===== config.mk =====
export PLATFORM = sky130hd
export DESIGN_NAME = hcr_config_regs
export DESIGN_NICKNAME = d
export VERILOG_FILES = /design/src/hw/hcr_pkg.sv /design/src/hw/hcr_config_regs.sv
export SDC_FILE = /design/constraint.sdc
export NUM_CORES = 1
export LEC_CHECK = 0
export BUFFER_PORTS_ARGS = -buffer_cell sky130_fd_sc_hd__buf_2
export CAP_MARGIN = 5
export CORE_UTILIZATION = 55
export CTS_BUF_LIST = sky130_fd_sc_hd__clkbuf_4 sky130_fd_sc_hd__clkbuf_8
export CTS_CLUSTER_DIAMETER = 150
export DETAILED_ROUTE_END_ITERATION = 7
export PLACE_DENSITY = 0.8
export RECOVER_POWER = 50
export SYNTH_ARGS = -nofsm -noshare
export SYNTH_HDL_FRONTEND = slang
export SYNTH_SLANG_ARGS = --single-unit

===== constraint.sdc =====
create_clock -name clock -period 2.95 [get_ports clock]
set_clock_uncertainty 0.05 [all_clocks]
set_input_delay 0.59 -clock clock [delete_from_list [all_inputs] [get_ports clock]]
set_output_delay 0.59 -clock clock [all_outputs]
set_load 0.01 [all_outputs]

===== src/hw/hcr_pkg.sv =====
package hcr_pkg;

    ////////////////////////////////////////////////////////////////////////
    // register offsets
    localparam logic [7:0] HCR_OFS_PEAK = 8'h01;
    localparam logic [7:0] HCR_OFS_UNDER = 8'h02;
    localparam logic [7:0] HCR_OFS_OVER = 8'h03;
    localparam logic [7:0] HCR_OFS_COLD = 8'h04;
    localparam logic [7:0] HCR_OFS_HOT = 8'h05;
    localparam logic [7:0] HCR_OFS_PWR = 8'h06;
    localparam logic [7:0] HCR_OFS_DOZE = 8'h07;
    localparam logic [7:0] HCR_OFS_ADC = 8'h08;
    localparam logic [7:0] HCR_OFS_METER = 8'h09;
    localparam logic [7:0] HCR_OFS_EVEN = 8'h0A;
    localparam logic [7:0] HCR_OFS_CTRL = 8'h0B;
    localparam logic [7:0] HCR_OFS_FLAG = 8'h0C;
    localparam logic [7:0] HCR_OFS_STAT = 8'h0D;

    ////////////////////////////////////////////////////////////////////////
    // serial address: upper six bits fixed, lowest bit from a pin
    localparam logic [5:0] HCR_DEV_ADDR_HI = 6'h20;

    ////////////////////////////////////////////////////////////////////////
    // field positions
    localparam int HCR_PWR_INHIBIT = 3;
    localparam int HCR_PWR_THERMAL = 2;
    localparam int HCR_PWR_HIPOWER = 1;
    localparam int HCR_PWR_BATCORE = 0;
    localparam int HCR_DOZE_EN = 0;
    localparam int HCR_METER_MODE = 1;
    localparam int HCR_METER_EN = 0;
    localparam int HCR_CTRL_LOAD = 0;
    localparam int HCR_CTRL_SYNCED = 2;
    localparam int HCR_EV_ENERGY = 5;
    localparam int HCR_EV_TEMP = 4;
    localparam int HCR_EV_SRCLOW = 3;
    localparam int HCR_EV_OVER = 2;
    localparam int HCR_EV_UNDER = 1;
    localparam int HCR_EV_READY = 0;

    ////////////////////////////////////////////////////////////////////////
    // reset values
    localparam logic [3:0] HCR_RST_PWR = 4'h7;
    localparam logic [3:0] HCR_RST_DOZE = 4'h1;
    localparam logic [3:0] HCR_RST_METER = 4'h0;
    localparam logic [5:0] HCR_RST_EVEN = 6'h01;
    localparam logic [7:0] HCR_RST_BYTE = 8'h00;

    ////////////////////////////////////////////////////////////////////////
    // energy window codes: 128 ms, 64 ms, 32 ms
    localparam logic [1:0] HCR_WIN_128 = 2'h0;
    localparam logic [1:0] HCR_WIN_64 = 2'h1;
    localparam logic [1:0] HCR_WIN_32 = 2'h2;
    // tracking timing codes whose period is 64 ms and 128 ms
    localparam logic [2:0] HCR_TIM_P64 = 3'h0;
    localparam logic [2:0] HCR_TIM_P128 = 3'h5;

    ////////////////////////////////////////////////////////////////////////
    // full configuration set
    typedef struct packed {
        logic [2:0] timing;
        logic [3:0] ratio;
        logic [7:0] under;
        logic [7:0] over;
        logic [7:0] cold;
        logic [7:0] hot;
        logic [3:0] power_settings;
        logic [3:0] doze;
        logic [2:0] adc_rate;
        logic [3:0] meter;
    } hcr_cfg_s;

    localparam hcr_cfg_s HCR_RST_CFG = '{
        timing: 3'h0, ratio: 4'h0, under: 8'h00, over: 8'h00,
        cold: 8'h00, hot: 8'h00, power_settings: HCR_RST_PWR, doze: HCR_RST_DOZE,
        adc_rate: 3'h0, meter: HCR_RST_METER};

    // serial slave states
    typedef enum logic [6:0] {
        HCR_IDLE = 7'h01,
        HCR_ADDR = 7'h02,
        HCR_RX = 7'h04,
        HCR_ACK = 7'h08,
        HCR_TX = 7'h10,
        HCR_RACK = 7'h20,
        HCR_SPARE = 7'h40
    } hcr_state_e;

endpackage : hcr_pkg


===== src/hw/hcr_config_regs.sv =====
`timescale 1ns/1ns
module hcr_config_regs (
    // clock and reset
    input wire logic clock,
    input wire logic resetn,
    // serial pins
    input wire logic scl,
    input wire logic sda,
    output logic sda_drv,
    output logic sda_oe,
    input wire logic addr_sel,
    // pin configuration and analogue status
    input wire hcr_pkg::hcr_cfg_s pin_cfg,
    input wire logic [7:0] thermistor_code,
    input wire logic source_below,
    input wire logic battery_over,
    input wire logic battery_under,
    input wire logic energy_ready,
    // active configuration
    output hcr_pkg::hcr_cfg_s cfg_active,
    output logic [1:0] energy_window,
    output logic charge_allow,
    output logic thermal_fault,
    output logic doze_enter,
    output logic event_pin
);
    import hcr_pkg::*;

    ////////////////////////////////////////////////////////////////////////
    // pin synchronisers and edge detect
    logic scl_m, scl_s, scl_d, sda_m, sda_s, sda_d;
    logic [1:0] adr_sync; // address strap, two flops

    // two flops per pin, then one delay stage for edges
    always_ff @(posedge clock or negedge resetn)
    begin
        if (!resetn)
        begin
            scl_m <= 1'b1;
            scl_s <= 1'b1;
            scl_d <= 1'b1;
            sda_m <= 1'b1;
            sda_s <= 1'b1;
            sda_d <= 1'b1;
            adr_sync <= 2'h0;
        end
        else
        begin
            scl_m <= scl;
            scl_s <= scl_m;
            scl_d <= scl_s;
            sda_m <= sda;
            sda_s <= sda_m;
            sda_d <= sda_s;
            adr_sync <= {adr_sync[0], addr_sel};
        end
    end

    logic scl_rise, scl_fall, start_det, stop_det;
    assign scl_rise = scl_s & ~scl_d;
    assign scl_fall = ~scl_s & scl_d;
    assign start_det = scl_s & scl_d & sda_d & ~sda_s;
    assign stop_det = scl_s & scl_d & ~sda_d & sda_s;

    ////////////////////////////////////////////////////////////////////////
    // serial slave state machine
    hcr_state_e st_reg, st_next;
    logic [2:0] cnt_reg, cnt_next;     // bit counter
    logic [7:0] sh_reg, sh_next;       // shift register
    logic [7:0] ptr_reg, ptr_next;     // register pointer
    logic first_reg, first_next;       // next byte is the pointer
    logic rw_reg, rw_next;             // read transfer
    logic oe_reg, oe_next;             // pulling data line low
    logic got_reg, got_next;           // eight bits received
    logic more_reg, more_next;         // host acked a read byte
    logic wr_stb, load_rd;
    logic [7:0] rd_data;

    // next state of the slave
    always_comb
    begin
        st_next = st_reg;
        cnt_next = cnt_reg;
        sh_next = sh_reg;
        ptr_next = ptr_reg;
        first_next = first_reg;
        rw_next = rw_reg;
        oe_next = oe_reg;
        got_next = got_reg;
        more_next = more_reg;
        wr_stb = 1'b0;
        load_rd = 1'b0;
        if (stop_det)
        begin
            st_next = HCR_IDLE;
            oe_next = 1'b0;
        end
        else if (start_det)
        begin
            // start or repeated start
            st_next = HCR_ADDR;
            cnt_next = 3'h0;
            got_next = 1'b0;
            oe_next = 1'b0;
            first_next = 1'b1;
        end
        else
        begin
            case (st_reg)
                HCR_ADDR, HCR_RX:
                begin
                    if (scl_rise)
                    begin
                        sh_next = {sh_reg[6:0], sda_s};
                        cnt_next = cnt_reg + 3'h1;
                        got_next = (cnt_reg == 3'h7);
                    end
                    else if (scl_fall && got_reg)
                    begin
                        got_next = 1'b0;
                        if (st_reg == HCR_ADDR)
                        begin
                            // answer only our own address
                            if (sh_reg[7:1] == {HCR_DEV_ADDR_HI, adr_sync[1]})
                            begin
                                rw_next = sh_reg[0];
                                oe_next = 1'b1;
                                st_next = HCR_ACK;
                            end
                            else
                            begin
                                st_next = HCR_IDLE;
                            end
                        end
                        else
                        begin
                            oe_next = 1'b1;
                            st_next = HCR_ACK;
                            if (first_reg)
                            begin
                                ptr_next = sh_reg;
                                first_next = 1'b0;
                            end
                            else
                            begin
                                wr_stb = 1'b1;
                                ptr_next = ptr_reg + 8'h01;
                            end
                        end
                    end
                end
                HCR_ACK:
                begin
                    if (scl_fall)
                    begin
                        cnt_next = 3'h0;
                        if (rw_reg)
                        begin
                            load_rd = 1'b1;
                        end
                        else
                        begin
                            oe_next = 1'b0;
                            st_next = HCR_RX;
                        end
                    end
                end
                HCR_TX:
                begin
                    if (scl_fall)
                    begin
                        if (cnt_reg == 3'h7)
                        begin
                            oe_next = 1'b0;
                            st_next = HCR_RACK;
                        end
                        else
                        begin
                            sh_next = {sh_reg[6:0], 1'b0};
                            oe_next = ~sh_reg[6];
                            cnt_next = cnt_reg + 3'h1;
                        end
                    end
                end
                HCR_RACK:
                begin
                    if (scl_rise)
                    begin
                        more_next = ~sda_s;
                    end
                    else if (scl_fall)
                    begin
                        cnt_next = 3'h0;
                        if (more_reg)
                        begin
                            load_rd = 1'b1;
                        end
                        else
                        begin
                            st_next = HCR_IDLE;
                        end
                    end
                end
                default:
                begin
                    st_next = HCR_IDLE;
                end
            endcase
        end
        if (load_rd)
        begin
            sh_next = rd_data;
            oe_next = ~rd_data[7];
            ptr_next = ptr_reg + 8'h01;
            st_next = HCR_TX;
        end
    end

    // slave registers
    always_ff @(posedge clock or negedge resetn)
    begin
        if (!resetn)
        begin
            st_reg <= HCR_IDLE;
            cnt_reg <= 3'h0;
            sh_reg <= 8'h00;
            ptr_reg <= 8'h00;
            first_reg <= 1'b1;
            rw_reg <= 1'b0;
            oe_reg <= 1'b0;
            got_reg <= 1'b0;
            more_reg <= 1'b0;
        end
        else
        begin
            st_reg <= st_next;
            cnt_reg <= cnt_next;
            sh_reg <= sh_next;
            ptr_reg <= ptr_next;
            first_reg <= first_next;
            rw_reg <= rw_next;
            oe_reg <= oe_next;
            got_reg <= got_next;
            more_reg <= more_next;
        end
    end

    assign sda_drv = 1'b0;
    assign sda_oe = oe_reg;

    ////////////////////////////////////////////////////////////////////////
    // configuration, event and status registers
    hcr_cfg_s ser_reg, ser_next;       // serially written copy
    hcr_cfg_s work_reg, work_next;     // working system copy
    hcr_cfg_s act_reg, act_next;       // active configuration
    logic [5:0] even_reg, even_next;   // event enables
    logic [5:0] flag_reg, flag_next;   // sticky event flags
    logic load_reg, load_next;         // use serial configuration
    logic pend_reg, pend_next;         // copy to working pending
    logic rdy_reg, rdy_next;           // serial ready seen
    logic fault_reg, fault_next;
    logic src_reg, over_reg, under_reg;
    logic chg_reg, chg_next, doze_reg, doze_next;
    logic [1:0] win_reg, win_next;
    logic [5:0] ev;

    // requested window code, shortened where its double exceeds the tracking period
    function automatic logic [1:0] fix_window(input logic [2:0] tim,
                                              input logic [1:0] win);
        logic [1:0] need;
        logic [1:0] w;
        need = HCR_WIN_128;
        w = (win > HCR_WIN_32) ? HCR_WIN_32 : win;
        if (tim == HCR_TIM_P64)
        begin
            need = HCR_WIN_32;
        end
        else if (tim == HCR_TIM_P128)
        begin
            need = HCR_WIN_64;
        end
        fix_window = (w > need) ? w : need;
    endfunction : fix_window

    // next values of the register bank
    always_comb
    begin
        ser_next = ser_reg;
        work_next = work_reg;
        even_next = even_reg;
        load_next = load_reg;
        pend_next = pend_reg;
        rdy_next = 1'b1;
        if (pend_reg)
        begin
            // copy serial set to working set
            work_next = ser_reg;
            pend_next = 1'b0;
        end
        if (wr_stb)
        begin
            case (ptr_reg)
                HCR_OFS_PEAK: {ser_next.timing, ser_next.ratio} = sh_reg[6:0];
                HCR_OFS_UNDER: ser_next.under = sh_reg;
                HCR_OFS_OVER: ser_next.over = sh_reg;
                HCR_OFS_COLD: ser_next.cold = sh_reg;
                HCR_OFS_HOT: ser_next.hot = sh_reg;
                HCR_OFS_PWR: ser_next.power_settings = sh_reg[3:0];
                HCR_OFS_DOZE: ser_next.doze = sh_reg[3:0];
                HCR_OFS_ADC: ser_next.adc_rate = sh_reg[2:0];
                HCR_OFS_METER: ser_next.meter = sh_reg[3:0];
                HCR_OFS_EVEN: even_next = sh_reg[5:0];
                HCR_OFS_CTRL: load_next = sh_reg[HCR_CTRL_LOAD];
                default: ;
            endcase
            // any write other than to CTRL resyncs while in serial mode; a CTRL write resyncs only when it sets the load bit
            pend_next = (ptr_reg == HCR_OFS_CTRL) ? sh_reg[HCR_CTRL_LOAD]
                                                  : (load_reg | pend_next);
        end
        act_next = load_reg ? work_reg : pin_cfg;
        win_next = fix_window(act_reg.timing, act_reg.meter[3:2]);
        fault_next = act_reg.power_settings[HCR_PWR_THERMAL] &
                     ((thermistor_code > act_reg.cold) |
                      (thermistor_code < act_reg.hot));
        // inhibit bit and thermal fault stop charging
        chg_next = ~act_reg.power_settings[HCR_PWR_INHIBIT] & ~fault_reg;
        doze_next = act_reg.doze[HCR_DOZE_EN] & source_below;
        ev[HCR_EV_ENERGY] = energy_ready & act_reg.meter[HCR_METER_EN];
        ev[HCR_EV_TEMP] = fault_next ^ fault_reg;
        ev[HCR_EV_SRCLOW] = source_below ^ src_reg;
        ev[HCR_EV_OVER] = battery_over ^ over_reg;
        ev[HCR_EV_UNDER] = battery_under ^ under_reg;
        ev[HCR_EV_READY] = ~rdy_reg;
        // read of the flag register clears, new events win
        flag_next = (load_rd && ptr_reg == HCR_OFS_FLAG) ? 6'h00 : flag_reg;
        // set only through an enable already set
        flag_next = flag_next | (ev & even_reg);
    end

    // bank registers
    always_ff @(posedge clock or negedge resetn)
    begin
        if (!resetn)
        begin
            ser_reg <= HCR_RST_CFG;
            work_reg <= HCR_RST_CFG;
            act_reg <= HCR_RST_CFG;
            even_reg <= HCR_RST_EVEN;
            flag_reg <= 6'h00;
            load_reg <= 1'b0;
            pend_reg <= 1'b0;
            rdy_reg <= 1'b0;
            fault_reg <= 1'b0;
            src_reg <= 1'b0;
            over_reg <= 1'b0;
            under_reg <= 1'b0;
            chg_reg <= 1'b0;
            doze_reg <= 1'b0;
            win_reg <= HCR_WIN_128;
        end
        else
        begin
            ser_reg <= ser_next;
            work_reg <= work_next;
            act_reg <= act_next;
            even_reg <= even_next;
            flag_reg <= flag_next;
            load_reg <= load_next;
            pend_reg <= pend_next;
            rdy_reg <= rdy_next;
            fault_reg <= fault_next;
            src_reg <= source_below;
            over_reg <= battery_over;
            under_reg <= battery_under;
            chg_reg <= chg_next;
            doze_reg <= doze_next;
            win_reg <= win_next;
        end
    end

    ////////////////////////////////////////////////////////////////////////
    // read multiplexer, unused bits and offsets read zero
    always_comb
    begin
        rd_data = HCR_RST_BYTE;
        case (ptr_reg)
            HCR_OFS_PEAK: rd_data = {1'b0, ser_reg.timing, ser_reg.ratio};
            HCR_OFS_UNDER: rd_data = ser_reg.under;
            HCR_OFS_OVER: rd_data = ser_reg.over;
            HCR_OFS_COLD: rd_data = ser_reg.cold;
            HCR_OFS_HOT: rd_data = ser_reg.hot;
            HCR_OFS_PWR: rd_data = {4'h0, ser_reg.power_settings};
            HCR_OFS_DOZE: rd_data = {4'h0, ser_reg.doze};
            HCR_OFS_ADC: rd_data = {5'h00, ser_reg.adc_rate};
            HCR_OFS_METER: rd_data = {4'h0, ser_reg.meter};
            HCR_OFS_EVEN: rd_data = {2'h0, even_reg};
            HCR_OFS_CTRL: rd_data = {5'h00, load_reg & ~pend_reg, 1'b0,
                                     load_reg};
            HCR_OFS_FLAG: rd_data = {2'h0, flag_reg};
            HCR_OFS_STAT: rd_data = {1'b0, chg_reg, 1'b0, fault_reg,
                                     src_reg, over_reg, under_reg, 1'b0};
            default: rd_data = HCR_RST_BYTE;
        endcase
    end

    ////////////////////////////////////////////////////////////////////////
    // outputs
    assign cfg_active = act_reg;
    assign energy_window = win_reg;
    assign charge_allow = chg_reg;
    assign thermal_fault = fault_reg;
    assign doze_enter = doze_reg;
    // event pin high while any flag stands
    assign event_pin = |flag_reg;

endmodule : hcr_config_regs


==> results.md, run 1 <==
- PnR worst setup slack: 319 ps
- Synthesized area: 10200 um2
- Initial DRC Count: 551
- Clk_lat worst skew: 520 ps
- CTS Buffer Depth: 3
- Rel. slew slack: -59.6%
- Design area: 12000 um2
- Final min period: 2630 ps
- Die ar.: 19100 um2
- Gpl congestion: 0.972
- CP Launch Type: register
- First-pass GRT wire length: 39900 um
- CTS tree: done
- Crit-path max FO: 13
- HP Class: input port to register
- Sequential fraction of the synthesis area: 55.0%
- Overall Global Routing Usage: 26.6%
- CTS sink cnt: 223
- Number of port buffers: 131
- GRT overflow: 0
- Via count: 7234
- Compound-Gate Fraction of Synth Area: 9.71%
- Area Growth Syn to Fin: 17.3%
- Post-Synth XOR/XNOR Area: 0.687%
- Fraction of layout cells with a size suffix above 1: 42.4%
- Endpoints failing hold: 0
- Largest net degree at the start of global routing: 91
- Most used DFF post-synth: dfrtp_1
- Leakage power: 0.00576 uW
- Worst EP arrival: 3040 ps
- I/O pin count: 133
- Core area: 18100 um2
- Vias in the first global route: 7468
- Delay of the slowest critical-path stage: 570 ps
- Final nets: 1063
- YS warnings: 0
- Setup_tns: 0 ps
- Post-Route WL: 24500 um
- Status: complete, but fails checks
- Row Count: 49
- Seq cells post-synth: 223
- WL per Instance: 20.0 um
- Kind of critical path: register to register
- Worst EP required: 3360 ps
- Power density cells: 542 nW/um2
- Die span in x: 138 um
- Die Y: 138 um
- Starting Density: 56.4%
- Htree depth: 2
- Simple-gate area share of the yosys netlist: 8.27%
- Largest delay contributor family on the critical path: simple AND/OR/NAND/NOR gates
- Number of post-CTS setup repair buffers: 0
- Slowest library cell on the worst path: dfrtp_1
- Synthesized netlist cell count: 822
- Post-synth EDFFs: 0
- Post-route ant nets: 0
- Peak VDD IR: 0.466 mV
- Adder-cell area share of the yosys netlist: 2.95%
- CP endpoint kind: register
- Slew Limit Fails: 87
- Ys async rst share: 100%
- Largest family of logic cells by synthesized area: multiplexers
- Distinct cells, synth: 67
- Remaining DRCs: 32
- Bufs and invs on worst path: 0
- Clock-pin transition on the worst setup and hold timing paths: 60 ps
- Slew at the pin closest to its max-slew limit: 2390 ps
- Post-Place Setup Slack: 351 ps
- Maxcap violations: 1
- Final non-filler cell total: 1226
- RSZ-0062 raised after global routing: no
- Cell Chain, Critical Path: or4_1, nor4b_1, o32ai_1, nand3b_1, a21boi_0, o22a_1
- Hold-fix buffers, CTS: 0
- Post-synthesis mux area share: 20.1%
- Routed vias/inst: 5.90
- First-pass DRT Iterations: 7
- Cells after DPL: 1157
- Period utilisation layout: 89.2%
- Final HPWL DP: 17100 um
- Root Driver: clkbuf_8
- Final setup viols: 0
- Failing checks: design-rule violations, max-capacitance violations, max-slew violations
- Ant diodes: 0
- Max Clk Rate: 0.380 GHz
- Initial antenna violation count: 0
- Net count after synthesis: 917
- Cts repair resizes: 0
- Synthesized area per cell: 12.4 um2
- Placement Cell Area: 11100 um2
- TritonCTS buffer count: 38
- Total Power: 6480 uW
-- worst register-to-register path, delay by kind of cell (launching register included) --
kind / cells / cell delay, ps
simple gates: 3 / 1330
flops: 1 / 570
compound gates: 3 / 620
-- placed cells by master, fill, tap and decap left out, types with 4 or more instances in the layout --
cell | synthesis | final
dfrtp_1 | 202 | 201
mux2_2 | 173 | 173
buf_2 | 7 | 127
nand2_1 | 54 | 54
clkbuf_8 | 0 | 52
nor2_1 | 34 | 34
o21ai_0 | 33 | 33
inv_1 | 32 | 32
ha_1 | 24 | 24
a22oi_1 | 21 | 21
dfstp_2 | 21 | 19
nand3_1 | 18 | 18
buf_4 | 1 | 16
a21oi_1 | 15 | 15
clkbuf_4 | 0 | 11
mux2i_1 | 10 | 10
nor3_1 | 8 | 8
and3_1 | 8 | 8
a22o_1 | 8 | 8
o31ai_1 | 7 | 7
a31oi_1 | 6 | 6
a21o_1 | 6 | 6
o211ai_1 | 6 | 6
clkinv_2 | 0 | 6
a211oi_1 | 5 | 5
xor2_1 | 5 | 5
nand2b_1 | 4 | 4
and2_1 | 4 | 4
nor4_1 | 4 | 4
nand3b_1 | 4 | 4
o22ai_1 | 4 | 4
clkbuf_1 | 30 | 4
buf_12 | 0 | 4
-- metrics by stage --
| stage | hold slack (ps) | utilization, % |
|---|---|---|
| CTS | 69.6 | 66.2 |
| detailed placement | 286 | 61.6 |
| global route | 104 | 66.1 |
| floorplan | 244 | - |
| finish | 120 | 66.1 |
| global placement | 286 | 61.6 |
-- power breakdown --
part           leakage, uW  switching [uW]  internal (uW)
Combinational      0.00242             209            166
Sequential         0.00289            56.8           3140
Clock             0.000448            1200           1710
Total              0.00576            1460           5020
-- synth_stat cells (3+ instances only) --
library cell    n  share of area, %
or3_1           3              0.18
xnor2_1         3              0.26
xor2_1          5              0.43
a21o_1          6              0.44
a31oi_1         6              0.37
a32oi_1         3              0.26
and3_1          8              0.49
nand3b_1        4              0.29
buf_2           7              0.34
nor3_1          8              0.39
nor4_1          4              0.25
buf_1           5              0.18
a22o_1          8              0.69
o21ai_0        33               1.6
inv_1          32               1.2
o22ai_1         4              0.25
mux2i_1        10              0.98
nand3_1        18              0.88
a22oi_1        21               1.5
and2_1          4              0.25
nor2_1         34               1.3
nand2b_1        4              0.25
nand4b_1        3              0.26
o31ai_1         7              0.52
nand2_1        54               2.0
or2_2           3              0.18
clkbuf_1       30               1.1
o21a_1          3              0.22
dfrtp_1       202                50
or4_1           3              0.22
ha_1           24               2.9
o211ai_1        6              0.44
mux2_2        173                19
a211oi_1        5              0.37
buf_6           3              0.33
a21oi_1        15              0.74
dfstp_2        21               5.4
-- per-layer routing --
metal  wire length, um  up-vias  GRT usage (%)
li1                  -     3279              -
met1             10600     3579           36.4
met2             11300      317           41.7
met3              2030       59           6.62
met4               601        0           8.99
met5                 0        -              0
-- final timing paths --
path	from	to	slack, ps	cells past startpoint
max	sh_reg[3]	sda_oe	320	6
min	scl	scl_m	120	1
max reg2reg	sh_reg[3]	sda_oe	320	6
min reg2reg	adr_sync[0]	adr_sync[1]	300	0
max in group asynchronous	resetn	even_reg[4]	690	1
min in group asynchronous	resetn	cfg_active[35]	760	1
-- cell type report --
type                            count  area (um2)
Timing Repair Buffer              152         856
Tap cell                          229         287
Clock buffer                       63         798
Sequential cell                   223        5610
Multi-Input combinational cell    521        4260
Fill cell                        1304        6130
Clock inverter                      6        30.0
Inverter                           32         120
-- logic make-up (layout without fill, tap and decap cells) --
| kind of cell | Yosys count | count (layout) |
|---|---|---|
| AOI/OAI and AO/OA | 140 | 140 |
| xor gates and xnor gates | 8 | 8 |
| adders and majority gates | 24 | 24 |
| buffers and inverters | 78 | 253 |
| DFF | 223 | 223 |
| muxes | 183 | 183 |
| other | 2 | 2 |
| and+or+nand+nor | 164 | 164 |
(Power assumes the default switching activity.)
==> inputs of run 2 (changes only) <==
CORE_ASPECT_RATIO = 1.4   (was default)
CTS_BUF_LIST = sky130_fd_sc_hd__clkbuf_8 sky130_fd_sc_hd__clkbuf_16   (was sky130_fd_sc_hd__clkbuf_4 sky130_fd_sc_hd__clkbuf_8)
==> results.md, run 2 (synthesized netlist as in run 1, its figures left out) <==
- Rel. slew slack: -4.32% (+55 points)
- Detail Route met2 WL: 12300 um (+9.0%)
- Peak VDD IR: 0.460 mV (-1.4%)
- Die ar.: 19100 um2 (about the same)
- Root Driver: clkbuf_16
- Initial DRC Count: 436 (-21%)
- Largest net degree at the start of global routing: 62 (-32%)
- Worst setup startpoint: st_reg[1]
- Routed vias/inst: 5.87 (-0.51%)
- Post-route ant nets: 0 (unchanged)
- Post-Route WL: 23800 um (-2.9%)
- Crit-path max FO: 18 (+5)
- CP endpoint kind: register
- TritonCTS buffer count: 21 (-45%)
- I/O pin count: 133 (unchanged)
- Number of port buffers: 131 (unchanged)
- Period utilisation layout: 89.5% (+0.32 points)
- WL met1: 9220 um (-13%)
- Gpl congestion: 0.987 (+1.5%)
- Final nets: 1047 (-1.5%)
- Setup_tns: 0 ps (unchanged)
- Hold path start: sda
- Leakage power: 0.00563 uW (-2.1%)
- Filler cell count: 1380 (+5.8%)
- Remaining DRCs: 0 (-100%)
- Core area: 18100 um2 (about the same)
- Hold depth: 1 (unchanged)
- First-pass DRT Iterations: 6 (-1)
- Endpoints failing hold: 0 (unchanged)
- CTS tree: done
- Kind of critical path: register to register
- CTS Buffer Depth: 3 (unchanged)
- Number of post-CTS setup repair buffers: 0 (unchanged)
- Slew Limit Fails: 59 (-32%)
- CTS sink cnt: 223 (unchanged)
- Area Growth Syn to Fin: 15.3%
- Final HPWL DP: 17100 um (-0.15%)
- Starting Density: 56.4% (about the same)
- RSZ-0062 raised after global routing: no
- Power density cells: 513 nW/um2 (-5.3%)
- Worst EP arrival: 2990 ps (-50 ps)
- Overall Global Routing Usage: 25.7% (-0.89 points)
- Initial antenna violation count: 0 (unchanged)
- Die Y: 163 um (+18%)
- Most common cell after layout, fill and taps aside: dfrtp_1
- Max Clk Rate: 0.379 GHz (-0.36%)
- Reg2Reg Setup Slack: 310 ps (about the same)
- Htree depth: 1 (-1)
- Slew at the pin closest to its max-slew limit: 1560 ps (-830 ps)
- Clk_lat worst skew: 490 ps (-30 ps)
- Fraction of layout cells with a size suffix above 1: 40.0% (-2.4 points)
- Highest routing layer actually used: met4
- HP Class: input port to register
- First-pass GRT wire length: 37300 um (-6.4%)
- Ant diodes: 0 (unchanged)
- Most frequent cells in the layout: dfrtp_1 (202), mux2_2 (173), buf_2 (127)
- Final setup viols: 0 (unchanged)
- GRT overflow: 0 (unchanged)
- Vias in the first global route: 7134 (-4.5%)
- Status: complete, but fails checks
- WL per Instance: 19.8 um (-1.1%)
- Clock-pin transition on the worst setup and hold timing paths: 70 ps (about the same)
- Row Count: 58 (+18%)
- Final min period: 2640 ps (+9.39 ps)
- Worst EP required: 3300 ps (-60 ps)
- CP Launch Type: register
- Met3 wire len: 1270 um (-38%)
- Die span in x: 117 um (-15%)
- Via count: 7068 (-2.3%)
- Reg2Reg Depth: 6 (unchanged)
- Utilization after layout: 65.1% (-1.1 points)
- Failing checks: max-capacitance violations, max-slew violations
- R2R Path Start: st_reg[1]
- Maxcap violations: 1 (unchanged)
==> run 2: cell count changes in the layout (fill, tap and decap cells not counted), moves of 2 or more <==
cell / previous run / this run
inv_1: 32 / 35
clkbuf_4: 11 / 0
buf_12: 4 / 2
clkbuf_8: 52 / 3
clkbuf_16: 0 / 21
buf_4: 16 / 19
==> run 2: path summary, 6_finish.rpt <==
| path | endpoint |
|---|---|
| hold reg to reg | adr_sync[1] |
| max in group asynchronous | cfg_active[12] |
| setup reg to reg | sh_reg[1] |
| setup / recovery | sh_reg[1] |
| hold / removal | sda_m |
| min in group asynchronous | ptr_reg[6] |
==> run 2: report_power, final <==
group | leakage (uW) | switching [uW] | internal, uW
Clock | 0.000324 | 1090 | 1370
Sequential | 0.00289 | 59.9 | 3140
Combinational | 0.00242 | 204 | 162
==> run 2: per-stage QoR <==
| stage | hold slack (ps) | setup slack [ps] | total power, uW | std cells | cell area, um2 |
|---|---|---|---|---|---|
| after floorplan | 244 | 787 | 3410 | 822 | 10200 |
| after global routing | 122 | 185 | 6260 | 1204 | 11800 |
| final | 145 | 309 | 6030 | 1204 | 11800 |
| after global placement | 296 | 436 | 3610 | 1168 | 11100 |
| after detailed placement | 288 | 404 | 3630 | 1168 | 11100 |
| after CTS | 129 | 383 | 6090 | 1204 | 11800 |
==> run 2: routing by layer <==
metal	vias up	global-route usage, %
li1	3223	-
met1	3503	31.5
met2	266	45.0
met3	76	3.60
met4	0	10.7
met5	-	0
==> run 2: area by class of cell <==
class                      count  area [um2]  area share [%]
inverter                      32         120            1.02
clock buffer                  24         567            4.82
timing repair buffer         153         845            7.18
clock inverter                11        57.6           0.490
multi-input combinational    521        4260            36.2
tap                          240         300            2.55
sequential                   223        5610            47.7
==> run 2: what timing repair did <==
| action | 4_1_cts | 5_1_grt |
|---|---|---|
| endpoints found under the setup margin | 0 | 0 |
| hold buffers | 1 | 0 |
| hold endpoints to repair | 33 | 0 |
| resized for setup | 0 | 0 |
==> run 2: worst max-delay path, stage by stage, from the launching register on <==
cell and delay, ps:
dfrtp_1 450, nor4_1 450, nand4b_1 220, a21o_1 450, nor4_4 560, a22oi_1 130
o21ai_0 230
